### src/flash_security_protection_pkg.sv
/*
  constants and carrier types for the flash security and protection control.
  assumes one 100 MHz clock domain and a serial command bus sampled on that clock.
*/
package flash_security_protection_pkg;
  // ****************************************
  // command bytes
  // ****************************************
  localparam logic [7:0] SET_WRITE_LATCH_CMD    = 8'h10;
  localparam logic [7:0] ENTER_OTP_CMD          = 8'h11;
  localparam logic [7:0] EXIT_OTP_CMD           = 8'h12;
  localparam logic [7:0] READ_SECURITY_REG_CMD  = 8'h13;
  localparam logic [7:0] WRITE_SECURITY_REG_CMD = 8'h14;
  localparam logic [7:0] PROTECT_SELECT_CMD     = 8'h15;
  localparam logic [7:0] WRITE_LOCK_REG_CMD     = 8'h16;
  localparam logic [7:0] READ_LOCK_REG_CMD      = 8'h17;
  // ****************************************
  // field positions and reset values
  // ****************************************
  localparam int SEC_FACTORY_BIT  = 0;
  localparam int SEC_LOCKDOWN_BIT = 1;
  localparam int SEC_PSUSP_BIT    = 2;
  localparam int SEC_ESUSP_BIT    = 3;
  localparam int SEC_PFAIL_BIT    = 5;
  localparam int SEC_EFAIL_BIT    = 6;
  localparam int SEC_SCHEME_BIT   = 7;
  localparam int LOCK_SOLID_BIT   = 1;
  localparam int LOCK_PASS_BIT    = 2;
  localparam logic [15:0] LOCK_RESET = 16'hFFFF;
  localparam int ADDR_W       = 26;
  localparam int UNIT_W       = 12;
  localparam int EDGE_UNIT_KB = 64;
  localparam logic [UNIT_W-1:0] TOP_SECTOR_BASE = 12'h010;
  localparam logic [UNIT_W-1:0] MID_BLOCK_BASE  = 12'h020;
  // ****************************************
  // carrier types
  // ****************************************
  typedef enum logic [1:0] {FR_IDLE, FR_CMD, FR_DATA, FR_READ} frame_state_type;
  typedef struct packed {
    logic prog_done;
    logic prog_ok;
    logic erase_done;
    logic erase_ok;
    logic prog_suspend;
    logic prog_resume;
    logic erase_suspend;
    logic erase_resume;
  } array_event_type;
  typedef struct packed {
    logic [ADDR_W-1:0] addr;
    logic [3:0]        block_protect_bits;
    logic              bp_hit;
    logic              solid;
    logic              dynamic;
  } protect_query_type;
endpackage

### src/flash_security_protection_ctl.sv
/*
  security status, protection scheme select and otp lock register of a serial
  flash, with its command front end. assumes the array engine reports events
  and looks up solid/dynamic bits for the unit index given here.
*/
// Behaviour
// - exit-otp command leaves secured otp mode
// - opcode: eight single-line or two quad clocks
// - security register readable anytime, repeats out
// - lockdown bit only settable, then frozen
// - write rejected unless chip-select ends on byte
// - erase fail set on failure, cleared on success
// - program fail set on failure, cleared on success
// - erase suspended flag follows suspend and resume
// - program suspended flag follows suspend and resume
// - bit0 shows factory otp lock
// - scheme 0 uses block-protect bits, 1 sectors
// - protect select sets scheme bit permanently
// - sector mode enables commands, dynamic bits set; here dynamic_preset pulses only after reset, not on scheme select
// - write-protect pin low blocks all writes in sector scheme only
// - sector/block protected by solid or dynamic, mask
// - solid changes need password in password mode
// - 16-bit lock register, bits 2:1 pick flavour
// - lock write clears bit1 or bit2 permanently
// - clearing several bits aborts, sets program fail
// - once a mode bit cleared, other frozen
// - otp mode denies main array access
`timescale 1ns/1ns
module flash_security_protection_ctl
  import flash_security_protection_pkg::*;
(
  input  wire logic              clk,
  input  wire logic              rst_n,
  input  wire logic              ce,
  input  wire logic              cs_n,
  input  wire logic              sclk,
  input  wire logic [3:0]        sio_in,
  input  wire logic              quad_command_mode,
  input  wire logic              wp_n,
  input  wire logic              factory_lock,
  input  wire logic              password_ok,
  input  wire logic              solid_mask_bit,
  input  wire array_event_type   evt,
  input  wire protect_query_type query,
  output logic [3:0]             sio_out,
  output logic [3:0]             sio_oe,
  output logic                   otp_mode,
  output logic                   write_latch_flag,
  output logic [7:0]             security_status,
  output logic [15:0]            protection_lock,
  output logic                   sector_cmds_enabled,
  output logic                   dynamic_preset,
  output logic                   solid_change_ok,
  output logic                   write_allowed,
  output logic                   main_array_ok,
  output logic [UNIT_W-1:0]      prot_unit,
  output logic                   unit_is_sector
);
  // ****************************************
  // pin synchronisers
  // ****************************************
  logic [2:0] sclk_r;
  logic [1:0] cs_r;
  logic [1:0] wp_r;
  logic [3:0] sio1_r;
  logic [3:0] sio2_r;
  logic       cs_prev_r;

  always_ff @(posedge clk or negedge rst_n) begin
    if (!rst_n) begin
      sclk_r    <= 3'h0;
      cs_r      <= 2'h3;
      wp_r      <= 2'h3;
      sio1_r    <= 4'h0;
      sio2_r    <= 4'h0;
      cs_prev_r <= 1'b1;
    end else if (ce) begin
      sclk_r    <= {sclk_r[1:0], sclk};
      cs_r      <= {cs_r[0], cs_n};
      wp_r      <= {wp_r[0], wp_n};
      sio1_r    <= sio_in;
      sio2_r    <= sio1_r;
      cs_prev_r <= cs_r[1];
    end
  end

  // edges are taken from the second and third stages only
  wire rise_w     = sclk_r[1] & ~sclk_r[2] & ~cs_r[1];
  wire fall_w     = ~sclk_r[1] & sclk_r[2] & ~cs_r[1];
  wire cs_start_w = cs_prev_r & ~cs_r[1];
  wire cs_end_w   = ~cs_prev_r & cs_r[1];
  wire wp_low_w   = ~wp_r[1];

  // ****************************************
  // command shifter
  // ****************************************
  frame_state_type fr_state_r;
  frame_state_type fr_state_nxt;
  logic [2:0]  bitpos_r;
  logic [1:0]  bytes_r;
  logic [15:0] in_sh_r;
  logic [7:0]  op_r;
  logic [3:0]  out_pos_r;

  wire [2:0]  step_w      = quad_command_mode ? 3'h4 : 3'h1;
  wire [2:0]  bitpos_nxt  = bitpos_r + step_w;
  wire        byte_done_w = rise_w & (bitpos_nxt == 3'h0);
  // upper lines are ignored in single-line mode
  wire [15:0] in_sh_nxt   = quad_command_mode ? {in_sh_r[11:0], sio2_r}
                                              : {in_sh_r[14:0], sio2_r[0]};
  wire        is_read_w   = (in_sh_nxt[7:0] == READ_SECURITY_REG_CMD) |
                            (in_sh_nxt[7:0] == READ_LOCK_REG_CMD);
  wire        boundary_w  = (bitpos_r == 3'h0) & (bytes_r != 2'h0);

  always_comb begin
    fr_state_nxt = fr_state_r;
    case (fr_state_r)
      FR_IDLE: if (cs_start_w) fr_state_nxt = FR_CMD;
      FR_CMD: begin
        if (cs_end_w) fr_state_nxt = FR_IDLE;
        else if (byte_done_w) fr_state_nxt = is_read_w ? FR_READ : FR_DATA;
      end
      FR_DATA: if (cs_end_w) fr_state_nxt = FR_IDLE;
      FR_READ: if (cs_end_w) fr_state_nxt = FR_IDLE;
      default: fr_state_nxt = FR_IDLE;
    endcase
  end

  always_ff @(posedge clk or negedge rst_n) begin
    if (!rst_n) begin
      fr_state_r <= FR_IDLE;
      bitpos_r   <= 3'h0;
      bytes_r    <= 2'h0;
      in_sh_r    <= 16'h0000;
      op_r       <= 8'h00;
    end else if (ce) begin
      fr_state_r <= fr_state_nxt;
      if (cs_start_w) begin
        bitpos_r <= 3'h0;
        bytes_r  <= 2'h0;
      end else if (rise_w) begin
        bitpos_r <= bitpos_nxt;
        in_sh_r  <= in_sh_nxt;
        if (byte_done_w && bytes_r != 2'h3) bytes_r <= bytes_r + 2'h1;
        if (byte_done_w && fr_state_r == FR_CMD) op_r <= in_sh_nxt[7:0];
      end
    end
  end

  // ****************************************
  // command execution at chip-select rise
  // ****************************************
  wire exec_w      = cs_end_w & (fr_state_r == FR_DATA) & boundary_w;
  wire do_set_write_latch_cmd_w   = exec_w & (op_r == SET_WRITE_LATCH_CMD);
  wire do_enter_w  = exec_w & (op_r == ENTER_OTP_CMD);
  wire do_exit_w   = exec_w & (op_r == EXIT_OTP_CMD);
  wire do_write_security_reg_cmd_w = exec_w & (op_r == WRITE_SECURITY_REG_CMD) & write_latch_flag;
  wire do_select_w = exec_w & (op_r == PROTECT_SELECT_CMD) & write_latch_flag;
  // lock write carries two data bytes, high byte first
  wire do_lock_w   = exec_w & (op_r == WRITE_LOCK_REG_CMD) & (bytes_r == 2'h3) &
                     write_latch_flag & security_status[SEC_SCHEME_BIT];

  wire [15:0] clr_w       = protection_lock & ~in_sh_r;
  wire [15:0] clr_less_w  = clr_w - 16'h0001;
  wire        multi_w     = |(clr_w & clr_less_w);
  wire        both_w      = clr_w[LOCK_SOLID_BIT] & clr_w[LOCK_PASS_BIT];
  wire        mode_fixed_w = ~protection_lock[LOCK_SOLID_BIT] |
                             ~protection_lock[LOCK_PASS_BIT];
  wire        other_w     = mode_fixed_w & (clr_w[LOCK_SOLID_BIT] | clr_w[LOCK_PASS_BIT]);
  wire        lock_abort_w = do_lock_w & (multi_w | both_w);
  wire        lock_ok_w   = do_lock_w & ~multi_w & ~both_w & ~other_w;

  // ****************************************
  // security status register
  // ****************************************
  logic otp_lockdown_flag_r;
  logic scheme_r;
  logic factory_r;
  logic pfail_r;
  logic efail_r;
  logic psusp_r;
  logic esusp_r;

  // set wins over clear on every hardware flag
  wire pfail_set_w = (evt.prog_done & ~evt.prog_ok) | lock_abort_w;
  wire efail_set_w = evt.erase_done & ~evt.erase_ok;

  always_ff @(posedge clk or negedge rst_n) begin
    if (!rst_n) begin
      otp_lockdown_flag_r    <= 1'b0;
      scheme_r  <= 1'b0;
      factory_r <= 1'b0;
      pfail_r   <= 1'b0;
      efail_r   <= 1'b0;
      psusp_r   <= 1'b0;
      esusp_r   <= 1'b0;
    end else if (ce) begin
      factory_r <= factory_lock;
      if (do_write_security_reg_cmd_w) otp_lockdown_flag_r <= 1'b1;
      if (do_select_w) scheme_r <= 1'b1;
      if (pfail_set_w) pfail_r <= 1'b1;
      else if (evt.prog_done) pfail_r <= 1'b0;
      if (efail_set_w) efail_r <= 1'b1;
      else if (evt.erase_done) efail_r <= 1'b0;
      if (evt.prog_suspend) psusp_r <= 1'b1;
      else if (evt.prog_resume) psusp_r <= 1'b0;
      if (evt.erase_suspend) esusp_r <= 1'b1;
      else if (evt.erase_resume) esusp_r <= 1'b0;
    end
  end

  always_comb begin
    security_status = 8'h00;
    security_status[SEC_FACTORY_BIT]  = factory_r;
    security_status[SEC_LOCKDOWN_BIT] = otp_lockdown_flag_r;
    security_status[SEC_PSUSP_BIT]    = psusp_r;
    security_status[SEC_ESUSP_BIT]    = esusp_r;
    security_status[SEC_PFAIL_BIT]    = pfail_r;
    security_status[SEC_EFAIL_BIT]    = efail_r;
    security_status[SEC_SCHEME_BIT]   = scheme_r;
  end

  // ****************************************
  // lock register, latch, otp mode
  // ****************************************
  always_ff @(posedge clk or negedge rst_n) begin
    if (!rst_n) begin
      protection_lock  <= LOCK_RESET;
      write_latch_flag <= 1'b0;
      otp_mode         <= 1'b0;
    end else if (ce) begin
      if (lock_ok_w) protection_lock <= protection_lock & ~clr_w;
      if (do_set_write_latch_cmd_w) write_latch_flag <= 1'b1;
      else if (do_write_security_reg_cmd_w || do_select_w || do_lock_w) write_latch_flag <= 1'b0;
      if (do_enter_w) otp_mode <= 1'b1;
      else if (do_exit_w) otp_mode <= 1'b0;
    end
  end

  // ****************************************
  // read-out on falling serial clock
  // ****************************************
  wire [15:0] rd_word_w = (op_r == READ_LOCK_REG_CMD) ? protection_lock
                                                      : {security_status, security_status};
  wire [15:0] rd_sh_w   = rd_word_w << out_pos_r;
  wire        reading_w = fall_w & (fr_state_r == FR_READ);

  always_ff @(posedge clk or negedge rst_n) begin
    if (!rst_n) begin
      out_pos_r <= 4'h0;
      sio_out   <= 4'h0;
      sio_oe    <= 4'h0;
    end else if (ce) begin
      if (fr_state_r != FR_READ) begin
        out_pos_r <= 4'h0;
        sio_oe    <= 4'h0;
      end else if (reading_w) begin
        // the word wraps, so the value streams out until chip-select rises
        out_pos_r <= out_pos_r + {1'b0, step_w};
        sio_out   <= quad_command_mode ? rd_sh_w[15:12] : {2'h0, rd_sh_w[15], 1'b0};
        sio_oe    <= quad_command_mode ? 4'hF : 4'h2;
      end
    end
  end

  // ****************************************
  // protection decision
  // ****************************************
  wire lo_w = (query.addr[ADDR_W-1:16] == '0);
  wire hi_w = (query.addr[ADDR_W-1:16] == '1);
  wire [UNIT_W-1:0] sect_w = UNIT_W'(query.addr[15:12]);
  wire [UNIT_W-1:0] unit_nxt = lo_w ? sect_w :
                               hi_w ? sect_w + TOP_SECTOR_BASE :
                               UNIT_W'(query.addr[ADDR_W-1:16]) + MID_BLOCK_BASE;
  // a cleared mask hides the solid bits
  wire solid_eff_w = query.solid & solid_mask_bit;
  wire bp_prot_w   = (|query.block_protect_bits) & query.bp_hit;
  wire sec_prot_w  = wp_low_w | solid_eff_w | query.dynamic;
  wire prot_w      = scheme_r ? sec_prot_w : bp_prot_w;

  always_ff @(posedge clk or negedge rst_n) begin
    if (!rst_n) begin
      prot_unit           <= '0;
      unit_is_sector      <= 1'b0;
      write_allowed       <= 1'b0;
      main_array_ok       <= 1'b0;
      sector_cmds_enabled <= 1'b0;
      dynamic_preset      <= 1'b1;
      solid_change_ok     <= 1'b0;
    end else if (ce) begin
      prot_unit           <= unit_nxt;
      unit_is_sector      <= lo_w | hi_w;
      write_allowed       <= ~prot_w & ~otp_mode;
      main_array_ok       <= ~otp_mode;
      sector_cmds_enabled <= scheme_r;
      // one pulse after reset tells the store to set every dynamic bit
      dynamic_preset      <= 1'b0;
      solid_change_ok     <= scheme_r & (protection_lock[LOCK_PASS_BIT] | password_ok);
    end
  end
endmodule // flash_security_protection_ctl

### config.mk
export PLATFORM = sky130hd
export DESIGN_NAME = flash_security_protection_ctl
export DESIGN_NICKNAME = d
export VERILOG_FILES = /design/src/flash_security_protection_pkg.sv /design/src/flash_security_protection_ctl.sv
export SDC_FILE = /design/constraint.sdc
export NUM_CORES = 1
export LEC_CHECK = 0
export ABC_CLOCK_PERIOD_IN_PS = 6100
export BUFFER_PORTS_ARGS = -buffer_cell sky130_fd_sc_hd__buf_4
export CAP_MARGIN = 20
export CORE_MARGIN = 5
export CORE_UTILIZATION = 45
export CTS_CLUSTER_SIZE = 25
export DETAILED_ROUTE_END_ITERATION = 10
export GPL_TIMING_DRIVEN = 0
export MAX_ROUTING_LAYER = met4
export PLACE_DENSITY = 0.67
export SLEW_MARGIN = 10
export SYNTH_ARGS = -nofsm -noshare
export SYNTH_HDL_FRONTEND = slang
export SYNTH_SLANG_ARGS = --single-unit
export TNS_END_PERCENT = 10
### constraint.sdc
create_clock -name clk -period 6.1 [get_ports clk]
set_clock_uncertainty 0.15 [all_clocks]
set_input_delay 0 -clock clk [delete_from_list [all_inputs] [get_ports clk]]
set_output_delay 0 -clock clk [all_outputs]
set_load 0.01 [all_outputs]
==> results of run 1 <==
[kinds of logic (layout without fill, tap and decap cells)]
kind of cell    after synthesis  after routing  share of synthesized area (%)
flops                        99             99                           45.8
mux                          55             55                           12.2
simple gates                167            167                           15.9
buf+inv                      66            215                           5.86
compound gates              135            135                           17.0
fa+ha+maj                    10             10                           2.20
other cells                   1              2                         0.0686
xor+xnor                      6              6                          0.961
[worst max-delay path by stage]
stage                     endpoint  cells after the start  slack (ns)              start
after floorplan            op_r[1]                     12        3.30  quad_command_mode
after global placement     op_r[2]                     13        2.67  quad_command_mode
after detailed placement   op_r[1]                     13        2.69  quad_command_mode
after CTS                  op_r[3]                     14        2.51  quad_command_mode
after global routing       op_r[3]                     14        2.19  quad_command_mode
final                      op_r[2]                     14        2.50  quad_command_mode
[metal layers]
metal	GRT usage [%]	wire, µm	up-vias
li1	-	-	2238
met1	28.9	6740	2289
met2	34.5	7080	138
met3	3.51	820	17
met4	7.29	204	0
met5	-	0	-
[through the flow]
stage          hold WS (ns)  std cells  instance area, µm²  total power, mW
6_report             0.0130        836                7100             1.91
5_1_grt              0.0559        836                7100             2.02
4_1_cts             0.00203        836                7100             1.92
3_5_place_dp         -0.132        779                6370             1.27
3_3_place_gp         0.0431        778                6340             1.25
2_1_floorplan        -0.446        540                5470             1.11
[timing repair]
| action | 4_1_cts | 5_1_grt |
|---|---|---|
| gates resized for setup | 0 | 0 |
| hold buffers | 41 | 0 |
| endpoints found under the hold margin | 119 | 0 |
[cells in the mapped netlist, drive strengths merged, types with 2 or more instances]
| library cell | number | area (µm²) |
|---|---|---|
| o21ai | 29 | 145 |
| mux4 | 6 | 150 |
| dfrtp | 77 | 1930 |
| nor4b | 2 | 30.0 |
| dfstp | 22 | 578 |
| xnor2 | 4 | 35.0 |
| o21a | 15 | 113 |
| a22oi | 2 | 15.0 |
| a211oi | 6 | 55.1 |
| o22ai | 5 | 31.3 |
| o41a | 2 | 22.5 |
| buf | 18 | 129 |
| nor2b | 14 | 87.6 |
| and3 | 7 | 45.1 |
| a21o | 5 | 37.5 |
| a311oi | 2 | 23.8 |
| or3 | 4 | 25.0 |
| xor2 | 2 | 17.5 |
| a41oi | 2 | 17.5 |
| o211ai | 2 | 15.0 |
| or4 | 8 | 60.1 |
| a21boi | 2 | 15.0 |
| a22o | 9 | 78.8 |
| nor4 | 5 | 31.3 |
| mux2i | 27 | 270 |
| nor2 | 38 | 150 |
| mux2 | 22 | 248 |
| a21oi | 34 | 170 |
| clkbuf | 22 | 93.8 |
| a41o | 4 | 40.0 |
| nand2 | 39 | 146 |
| nor3 | 14 | 70.1 |
| maj3 | 2 | 20.0 |
| o31ai | 2 | 20.0 |
| nand3 | 17 | 85.1 |
| a31oi | 5 | 31.3 |
| and2 | 2 | 12.5 |
| nand4 | 4 | 31.3 |
| a2111oi | 2 | 36.3 |
| nand2b | 9 | 56.3 |
| inv | 26 | 97.6 |
| ha | 8 | 100 |
[power by group through the flow]
stage	Clock, mW	Sequential [mW]	Combinational, mW
after global placement	0	0.918	0.336
final	0.621	0.915	0.373
after detailed placement	0	0.925	0.349
after global routing	0.664	0.935	0.421
after CTS	0.635	0.914	0.375
after floorplan	0	0.878	0.231
[layout make-up]
type | count | share of cell area, %
tap | 147 | 2.59
clock inverter | 6 | 1.22
multi-input combinational | 375 | 37.3
timing repair buffer | 133 | 15.8
clock buffer | 10 | 3.36
buffer | 40 | 3.13
sequential | 99 | 35.3
inverter | 26 | 1.37
[cell usage in the layout, fill, tap and decap left out, drive strengths merged, types with 17 or more instances in the layout]
| cell type | instances |
|---|---|
| buf | 110 |
| dfrtp | 77 |
| dlygate4sd3 | 41 |
| nand2 | 39 |
| nor2 | 38 |
| a21oi | 34 |
| clkbuf | 32 |
| o21ai | 29 |
| mux2i | 27 |
| inv | 27 |
| mux2 | 22 |
| dfstp | 22 |
| nand3 | 17 |
[worst reg2reg max path: cells and delay by family, from the launching register on]
family,cells,cell delay [ns]
buffers and inverters,1,0.16
DFF,1,0.42
AOI/OAI and AO/OA,2,0.53
and+or+nand+nor,4,1.26
muxes,1,0.31
[flip-flops by register name, summed over array words and instances, names as in the netlist, 2 cells and up]
name             count
bitpos_r             3
bytes_r              2
cs_r                 2
fr_state_r           2
in_sh_r             16
op_r                 8
out_pos_r            4
prot_unit           11
protection_lock     16
sclk_r               3
sio1_r               4
sio2_r               4
sio_oe               2
sio_out              4
wp_r                 2
==> results.md, run 1 <==
* Status: completed
* Post-Syn Area at 5470 µm²
* Worst-path maximum fanout at 10
* Io pins at 107
* Clk slew on worst S/H paths at roughly 0.07 ns
* Hold worst-path end: main_array_ok
* Top cell family by delay on the critical path: buffers and inverters
* Worst R2R End: sio_out[3]
* Cell mode on critical path: clkbuf_1
* Leakage Power at 3.10 nW
* Tmin final at 3.60 ns
* Max Root-Sink Buffers at 2
* First-pass GRT wire length at 24300 µm
* Clk pwr share at 32.5%
* Row count at 40
* Sw frac at 30.1%
* Register area at 2500 µm²
* Pwr dens at ~270 nW/µm²
* Initial antenna violation count at 0
* Number of port buffers at 91
* Reg-to-reg slack, setup at ~3.2 ns
* WP data required at ~6 ns
* WS Path Type: input port to register
* Maximum Capacitance Violations at 0
* Unrepaired setup endpoints after global routing: no
* Tcrit/Tclk final at 59.1%
* Most used flip-flop cell after synthesis: dfrtp_1
* Endpoints failing setup at 0
* Register share of total power at 47.9%
* Starting Density at 45.7%
* Die height at 120 µm
* Crit-path cells: dlygate4sd3_1 > buf_4 > clkbuf_1 > inv_1 > ha_1 > ha_1 > or4_1 > nor2_1 > nand3_1 > or3_1 > clkbuf_1 > clkbuf_1 > nand2_1 > o21ai_0
* Iter 0 DRT Violations at between 300 and 400
* Least-Margin Pin Slew at 1.06 ns
* CTS Root Cell: clkbuf_16
* Dpl ws at 2.69 ns
* Ratio of cells with drive above 1 in the final layout at 26.7%
* Final hold violations at 0
* Fin. max-slew vios at 0
* Worst min-delay path startpoint: ce
* Chip Width at 120 µm
* Peak VDD IR at 153 µV
* Final nets at 747
* Avg Inst Size Synth at around 10 µm²
* Die ar. at 14500 µm²
* Synthesis Warnings at 0
* Async S/R FF share, synth at 100%
* HP Class: input port to register
* Crit. End Element: register
* EDFF count, synth at 0
* CTS Sinks at 99
* Slew HR at 28.7%
* Fmax at 278 MHz
* Cell-internal power at 1.33 mW
* CP bufs+invs at 6
* Largest stage delay on the critical path at 0.53 ns
* Antenna-violating nets left at 0
* # fillers at 1023
* Flops & latches, synth at 99
* Largest net degree at the start of global routing at 62
* Area added between synthesis and finish at 29.9%
* TritonCTS clock tree: built
* Tot GR Track Use at 21.8%
* Drt first pass iters at 6
* Hold Path Depth at 3
* Final design utilization at 59.4%
* Multi-input gate area at 2650 µm²
* Via density per instance at 5.60
* Net Switching at 575 µW
* Final WS setup at 2.50 ns
* Diode count at 0
* Worst EP arrival at around 3.7 ns
* Number of remaining DRC errors at 0
* CTS Buf Count at 9
* Setup TNS at 0 ns
* Worst Setup Start Kind: input port
* R2R depth at 8
* HPWL Detailed at 10800 µm
* H-tree depth at 3
* Final wirelength at 14800 µm
* Routed vias at 4682
* Crit-path slowest cell: dlygate4sd3_1
* Overflow after GRT at 0
* Mapped Cells at 539
* DR WL/cell at 17.8 µm
* Gate power share at 19.5%
* Core region area at between 10000 and 15000 µm²
* RePlAce Congestion at roughly 0.88
* Critical R2R Launch: op_r[3]
* Post-CTS setup buffer count at 0
* Later-pin clock latency in the skew report at 0.35 ns
* Seq/Total Area, Yosys at roughly 46%
* Count of cell types in the netlist at between 60 and 70
* Number of global-route vias before repair at ~4700
Note: power is estimated with default switching activity, not from simulation.
==> run 2: changes to the inputs <==
--- a/config.mk
+++ b/config.mk
@@ -5,7 +5,7 @@
 export SDC_FILE = /design/constraint.sdc
 export NUM_CORES = 1
 export LEC_CHECK = 0
-export ABC_CLOCK_PERIOD_IN_PS = 6100
+export ABC_CLOCK_PERIOD_IN_PS = 3100
 export BUFFER_PORTS_ARGS = -buffer_cell sky130_fd_sc_hd__buf_4
 export CAP_MARGIN = 20
 export CORE_MARGIN = 5
@@ -14,7 +14,7 @@
 export DETAILED_ROUTE_END_ITERATION = 10
 export GPL_TIMING_DRIVEN = 0
 export MAX_ROUTING_LAYER = met4
-export PLACE_DENSITY = 0.67
+export PLACE_DENSITY = 0.7
 export SLEW_MARGIN = 10
 export SYNTH_ARGS = -nofsm -noshare
 export SYNTH_HDL_FRONTEND = slang
==> constraint.sdc (replaced) <==
create_clock -name clk -period 3.1 [get_ports clk]
set_clock_uncertainty 0.15 [all_clocks]
set_input_delay 0 -clock clk [delete_from_list [all_inputs] [get_ports clk]]
set_output_delay 0 -clock clk [all_outputs]
set_load 0.01 [all_outputs]
==> results.md, run 2 (synthesis results as in run 1) <==
* Total power at approximately 3.7 mW
* Worst Setup Start Kind: input port
* Tot GR Track Use at between 20 and 25%
* Unrepaired setup endpoints after global routing: yes
* Final hold violations at 0
* Initial antenna violation count at 0
* Final nets at around 750
* Iter 0 DRT Violations at 281
* Number of global-route vias before repair at between 4000 and 5000
* Overflow after GRT at 0
* Row count at 40
* Later-pin clock latency in the skew report at about 0.36 ns
* Worst EP arrival at ~3.2 ns
* Least-Margin Pin Slew at 1.09 ns
* HPWL Detailed at 11000 µm
* Status: completed
* Peak VDD IR at 294 µV
* Pwr dens at roughly 520 nW/µm²
* DR WL/cell at 18.5 µm
* Post-CTS setup buffer count at 0
* Tcrit/Tclk final at between 90% and 100%
* First-pass GRT wire length at 25500 µm
* Fin. max-slew vios at 0
* CTS Sinks at 99
* Drt first pass iters at 5
* WP data required at 3.17 ns
* Non-filler instance count after layout at 837
* Largest net degree at the start of global routing at 53
* Chip Width at between 100 and 150 µm
* Routed vias at 4788
* Ratio of cells with drive above 1 in the final layout at approximately 27%
* Final wirelength at 15500 µm
* Starting Density at 45.7%
* WS Path Type: input port to register
* Leakage Power at 3.10 nW
* Worst-path maximum fanout at 10
* RePlAce Congestion at about 0.92
* Core region area at roughly 12000 µm²
* Clk slew on worst S/H paths at 0.06 ns
* Leading cell type in the layout, fill and taps excluded: buf_4
* Antenna-violating nets left at 0
* Top Registers: in_sh_r x16, protection_lock x16, prot_unit x11
* Placed cells at 779
* CTS Buf Count at 9
* Area added between synthesis and finish at 30.1%
* Number of port buffers at 91
* Endpoints failing setup at 0
* TritonCTS clock tree: built
* Die ar. at 14500 µm²
* CTS Root Cell: clkbuf_16
* Slew HR at between 20% and 30%
* Most frequent cells in the layout: buf_4 (102), dfrtp_1 (76), dlygate4sd3_1 (43)
* Maximum Capacitance Violations at 0
* Tmin final at 3.08 ns
* Crit. End Element: register
* Die height at 120 µm
* H-tree depth at 3
* Number of remaining DRC errors at 0
* Via density per instance at approximately 5.7
* Max Root-Sink Buffers at 2
* Diode count at 0
* HP Class: input port to async pin
* Setup TNS at 0 ns
* Fmax at 324 MHz
* Io pins at 107
run 2: cell count changes in the layout (fill, tap and decap cells not counted):
| cell | delta |
|---|---|
| clkbuf_8 | +2 |
| dlygate4sd3_1 | +2 |
| bufinv_16 | -1 |
| clkbuf_1 | -1 |
| dfrtp_1 | -1 |
| dfrtp_2 | +1 |
| inv_6 | -1 |
| nor4_1 | -1 |
| nor4_2 | +1 |
run 2: path summary, 6_finish.rpt:
path / startpoint / end / slack, ns / cells after the start
max: quad_command_mode / op_r[2] / 0.02 / 13
min: rst_n / unit_is_sector / 0.06 / 2
max reg2reg: op_r[7] / sio_out[3] / 0.08 / 8
min reg2reg: sio1_r[3] / sio2_r[3] / 0.34 / 2
max in group asynchronous: rst_n / cs_r[1] / 2.01 / 3
min in group clk: query[23] / prot_unit[5] / 0.06 / 5
run 2: timing repair:
item | CTS | global route
hold buffers | 43 | 0
pin swaps | 0 | 0
endpoints found under the setup margin | 7 | 12
resized for setup | 0 | 2
hold endpoints to repair | 85 | 0
run 2: through the flow:
stage               cell area, µm²  hold slack, ns  util [%]  worst slack [ns]
global route                  7120          0.0996      59.5            -0.166
detailed placement            6370         -0.0828      53.2            -0.380
floorplan                     5470          -0.446         -             0.299
global placement              6340          0.0426      53.0            -0.350
CTS                           7110          0.0326      59.4            0.0273
finish                        7120          0.0552      59.5            0.0169
run 2: cell type report:
type                    instances  area, µm²
inverters                      26       97.6
well taps                     147        184
multi-input cells             375       2660
flip-flops and latches         99       2510
clock buffers                  12        267
plain buffers                  39        219
repair buffers                135       1140
fillers                      1002       4840
clock inverters                 4       47.5
run 2: metal layers:
layer  up-vias  part of all wire, %  GRT usage, %
li1       2239                    -             -
met1      2357                   44          28.8
met2       164                   47          36.2
met3        28                  6.4          5.05
met4         0                  2.8          8.85
met5         -                    0             -
run 2: power breakdown:
| group | total [mW] | internal [mW] | switching (mW) |
|---|---|---|---|
| Clock | 1.17 | 0.689 | 0.485 |
| Sequential | 1.80 | 1.52 | 0.282 |
| Combinational | 0.746 | 0.378 | 0.368 |
| Total | 3.72 | 2.59 | 1.14 |
run 2: worst max-delay path, cell delays in order:
cell and delay [ns]:
dlygate4sd3_1 0.52, buf_4 0.20, inv_1 0.13, ha_1 0.22
ha_1 0.28, or4_1 0.53, nor2_1 0.15, nand3_1 0.11
or3_1 0.37, clkbuf_1 0.17, clkbuf_1 0.26, nand2_1 0.11
o21ai_0 0.09
==> run 3: changes to the inputs <==
==> constraint.sdc (replaced) <==
create_clock -name clk -period 3.1 [get_ports clk]
set_clock_uncertainty 0.15 [all_clocks]
set_input_delay 0.155 -clock clk [delete_from_list [all_inputs] [get_ports clk]]
set_output_delay 0.155 -clock clk [all_outputs]
set_load 0.01 [all_outputs]
==> results.md, run 3 (synthesis results as in run 1) <==
* Peak VDD IR at 309 µV
* Worst R2R End: sio_out[3]
* Number of global-route vias before repair at approximately 4900
* Critical R2R Launch: op_r[7]
* Antenna-violating nets left at 0
* Die ar. at roughly 14000 µm²
* Overflow after GRT at 0
* Core region area at about 12000 µm²
* Hold worst-path end: write_allowed
* Largest stage delay on the critical path at 0.59 ns
* Crit-path cells: or4b_4 > nor2_4 > buf_12 > mux4_1 > and4_1 > a2111o_1 > nor3_1 > o21ai_0
* Leading cell type in the layout, fill and taps excluded: buf_4
* Number of port buffers at 91
* Tot GR Track Use at 22.4%
* Cell-internal power at roughly 2.6 mW
* Top Registers: in_sh_r x16, protection_lock x16, prot_unit x11
* CP bufs+invs at 1
* Clk pwr share at 31.7%
* Diode count at 0
* Slew HR at 27.0%
* Crit-path slowest cell: or4b_4
* Initial antenna violation count at 0
* CTS Sinks at 99
* Endpoints failing setup at 0
* Largest net degree at the start of global routing at 53
* WS Path Type: register to register
* Maximum Capacitance Violations at 0
* CTS Buf Count at 9
* Fmax at between 300 and 400 MHz
* R2R depth at 8
* Top cell family by delay on the critical path: simple AND/OR/NAND/NOR gates
* Status: completed
* Final wirelength at about 15000 µm
* Worst EP arrival at between 3 and 4 ns
* Worst min-delay path startpoint: query[2]
* Final WS setup at 0.0750 ns
* Drt first pass iters at 4
* Reg-to-reg slack, setup at 0.07 ns
* Crit. End Element: register
* Dpl ws at -0.535 ns
* Worst-path maximum fanout at 10
* Routed vias at between 4000 and 5000
* HPWL Detailed at 11000 µm
* Final nets at ~740
* First-pass GRT wire length at 25100 µm
* Unrepaired setup endpoints after global routing: yes
* Chip Width at 120 µm
* HP Class: input port to register
* Worst Setup Start Kind: register
* Setup TNS at 0 ns
* Fin. max-slew vios at 0
* Register area at ~2500 µm²
* DR WL/cell at roughly 18 µm
* Net Switching at approximately 1.1 mW
* Starting Density at 45.7%
* Tcrit/Tclk final at 97.6%
* Ratio of cells with drive above 1 in the final layout at 27.4%
* Most frequent cells in the layout: buf_4 (102), dfrtp_1 (77), nand2_1 (39)
* Iter 0 DRT Violations at 272
* Gate power share at about a fifth
* Later-pin clock latency in the skew report at 0.36 ns
* Sw frac at 30.5%
* Leakage Power at around 3.1 nW
* Hold Path Depth at 4
* Area added between synthesis and finish at 28.1%
* Tmin final at around 3.0 ns
* WP data required at 3.17 ns
* Io pins at 107
* Multi-input gate area at about 2700 µm²
* Via density per instance at 5.72
* Number of remaining DRC errors at 0
* Post-CTS setup buffer count at 0
* # fillers at 1025
* Row count at 40
* TritonCTS clock tree: built
* Max Root-Sink Buffers at 2
* Clk slew on worst S/H paths at 0.07 ns
* Die height at 120 µm
* Least-Margin Pin Slew at around 1.1 ns
* Final hold violations at 0
* Final design utilization at 58.6%
* Pwr dens at 528 nW/µm²
* RePlAce Congestion at slightly above 0.9
* H-tree depth at 3
* CTS Root Cell: clkbuf_16
* Register share of total power at 48.7%
==> run 3: layout make-up <==
cell class                 count  share of cell area, %
buffer                        39                   3.14
clock buffer                  12                   3.80
clock inverter                 4                  0.679
inverter                      26                   1.39
multi-input combinational    375                   37.9
sequential                    99                   35.7
tap                          147                   2.62
timing repair buffer         124                   14.7
==> run 3: metrics by stage <==
stage	std cells	area, µm²	hold WS (ns)	power (mW)
3_3_place_gp	778	6340	0.198	2.47
6_report	826	7010	0.0172	3.70
4_1_cts	827	7000	0.00832	3.72
2_1_floorplan	540	5470	-0.291	2.18
5_1_grt	826	7010	0.0458	3.91
3_5_place_dp	779	6370	0.0722	2.51
==> run 3: how the worst max path moves through the flow <==
stage	start	endpoint	slack, ns	cells past startpoint
detailed placement	quad_command_mode	op_r[3]	-0.54	13
global placement	quad_command_mode	op_r[2]	-0.51	13
global route	bitpos_r[0]	op_r[2]	-0.05	10
finish	op_r[7]	sio_out[3]	0.07	8
CTS	query[30]	prot_unit[3]	0.02	10
floorplan	quad_command_mode	op_r[1]	0.14	12
==> run 3: worst register-to-register path: cells and delay by family, from the launching register on <==
family / cells / cell delay [ns]
AOI/OAI and AO/OA: 2 / 0.54
muxes: 1 / 0.34
and+or+nand+nor: 4 / 1.28
buffers and inverters: 1 / 0.16
DFF: 1 / 0.43
==> run 3: power groups by stage <==
stage / registers, mW / clock network (mW) / logic [mW]
6_report: 1.80 / 1.17 / 0.726
4_1_cts: 1.80 / 1.20 / 0.728
5_1_grt: 1.84 / 1.25 / 0.821
3_3_place_gp: 1.80 / 0 / 0.662
3_5_place_dp: 1.82 / 0 / 0.690
2_1_floorplan: 1.73 / 0 / 0.455
==> run 3: metal layers <==
layer	global-route usage [%]	share of wire [%]
met1	28.4	44
met5	-	0
met2	35.4	47
met4	8.57	2.5
met3	5.05	6.3
==> run 3: timing repair <==
item                                    in CTS  in global routing
resized for setup                            1                  2
endpoints found under the setup margin       7                 11
hold endpoints to repair                    62                  0
hold buffers                                32                  0
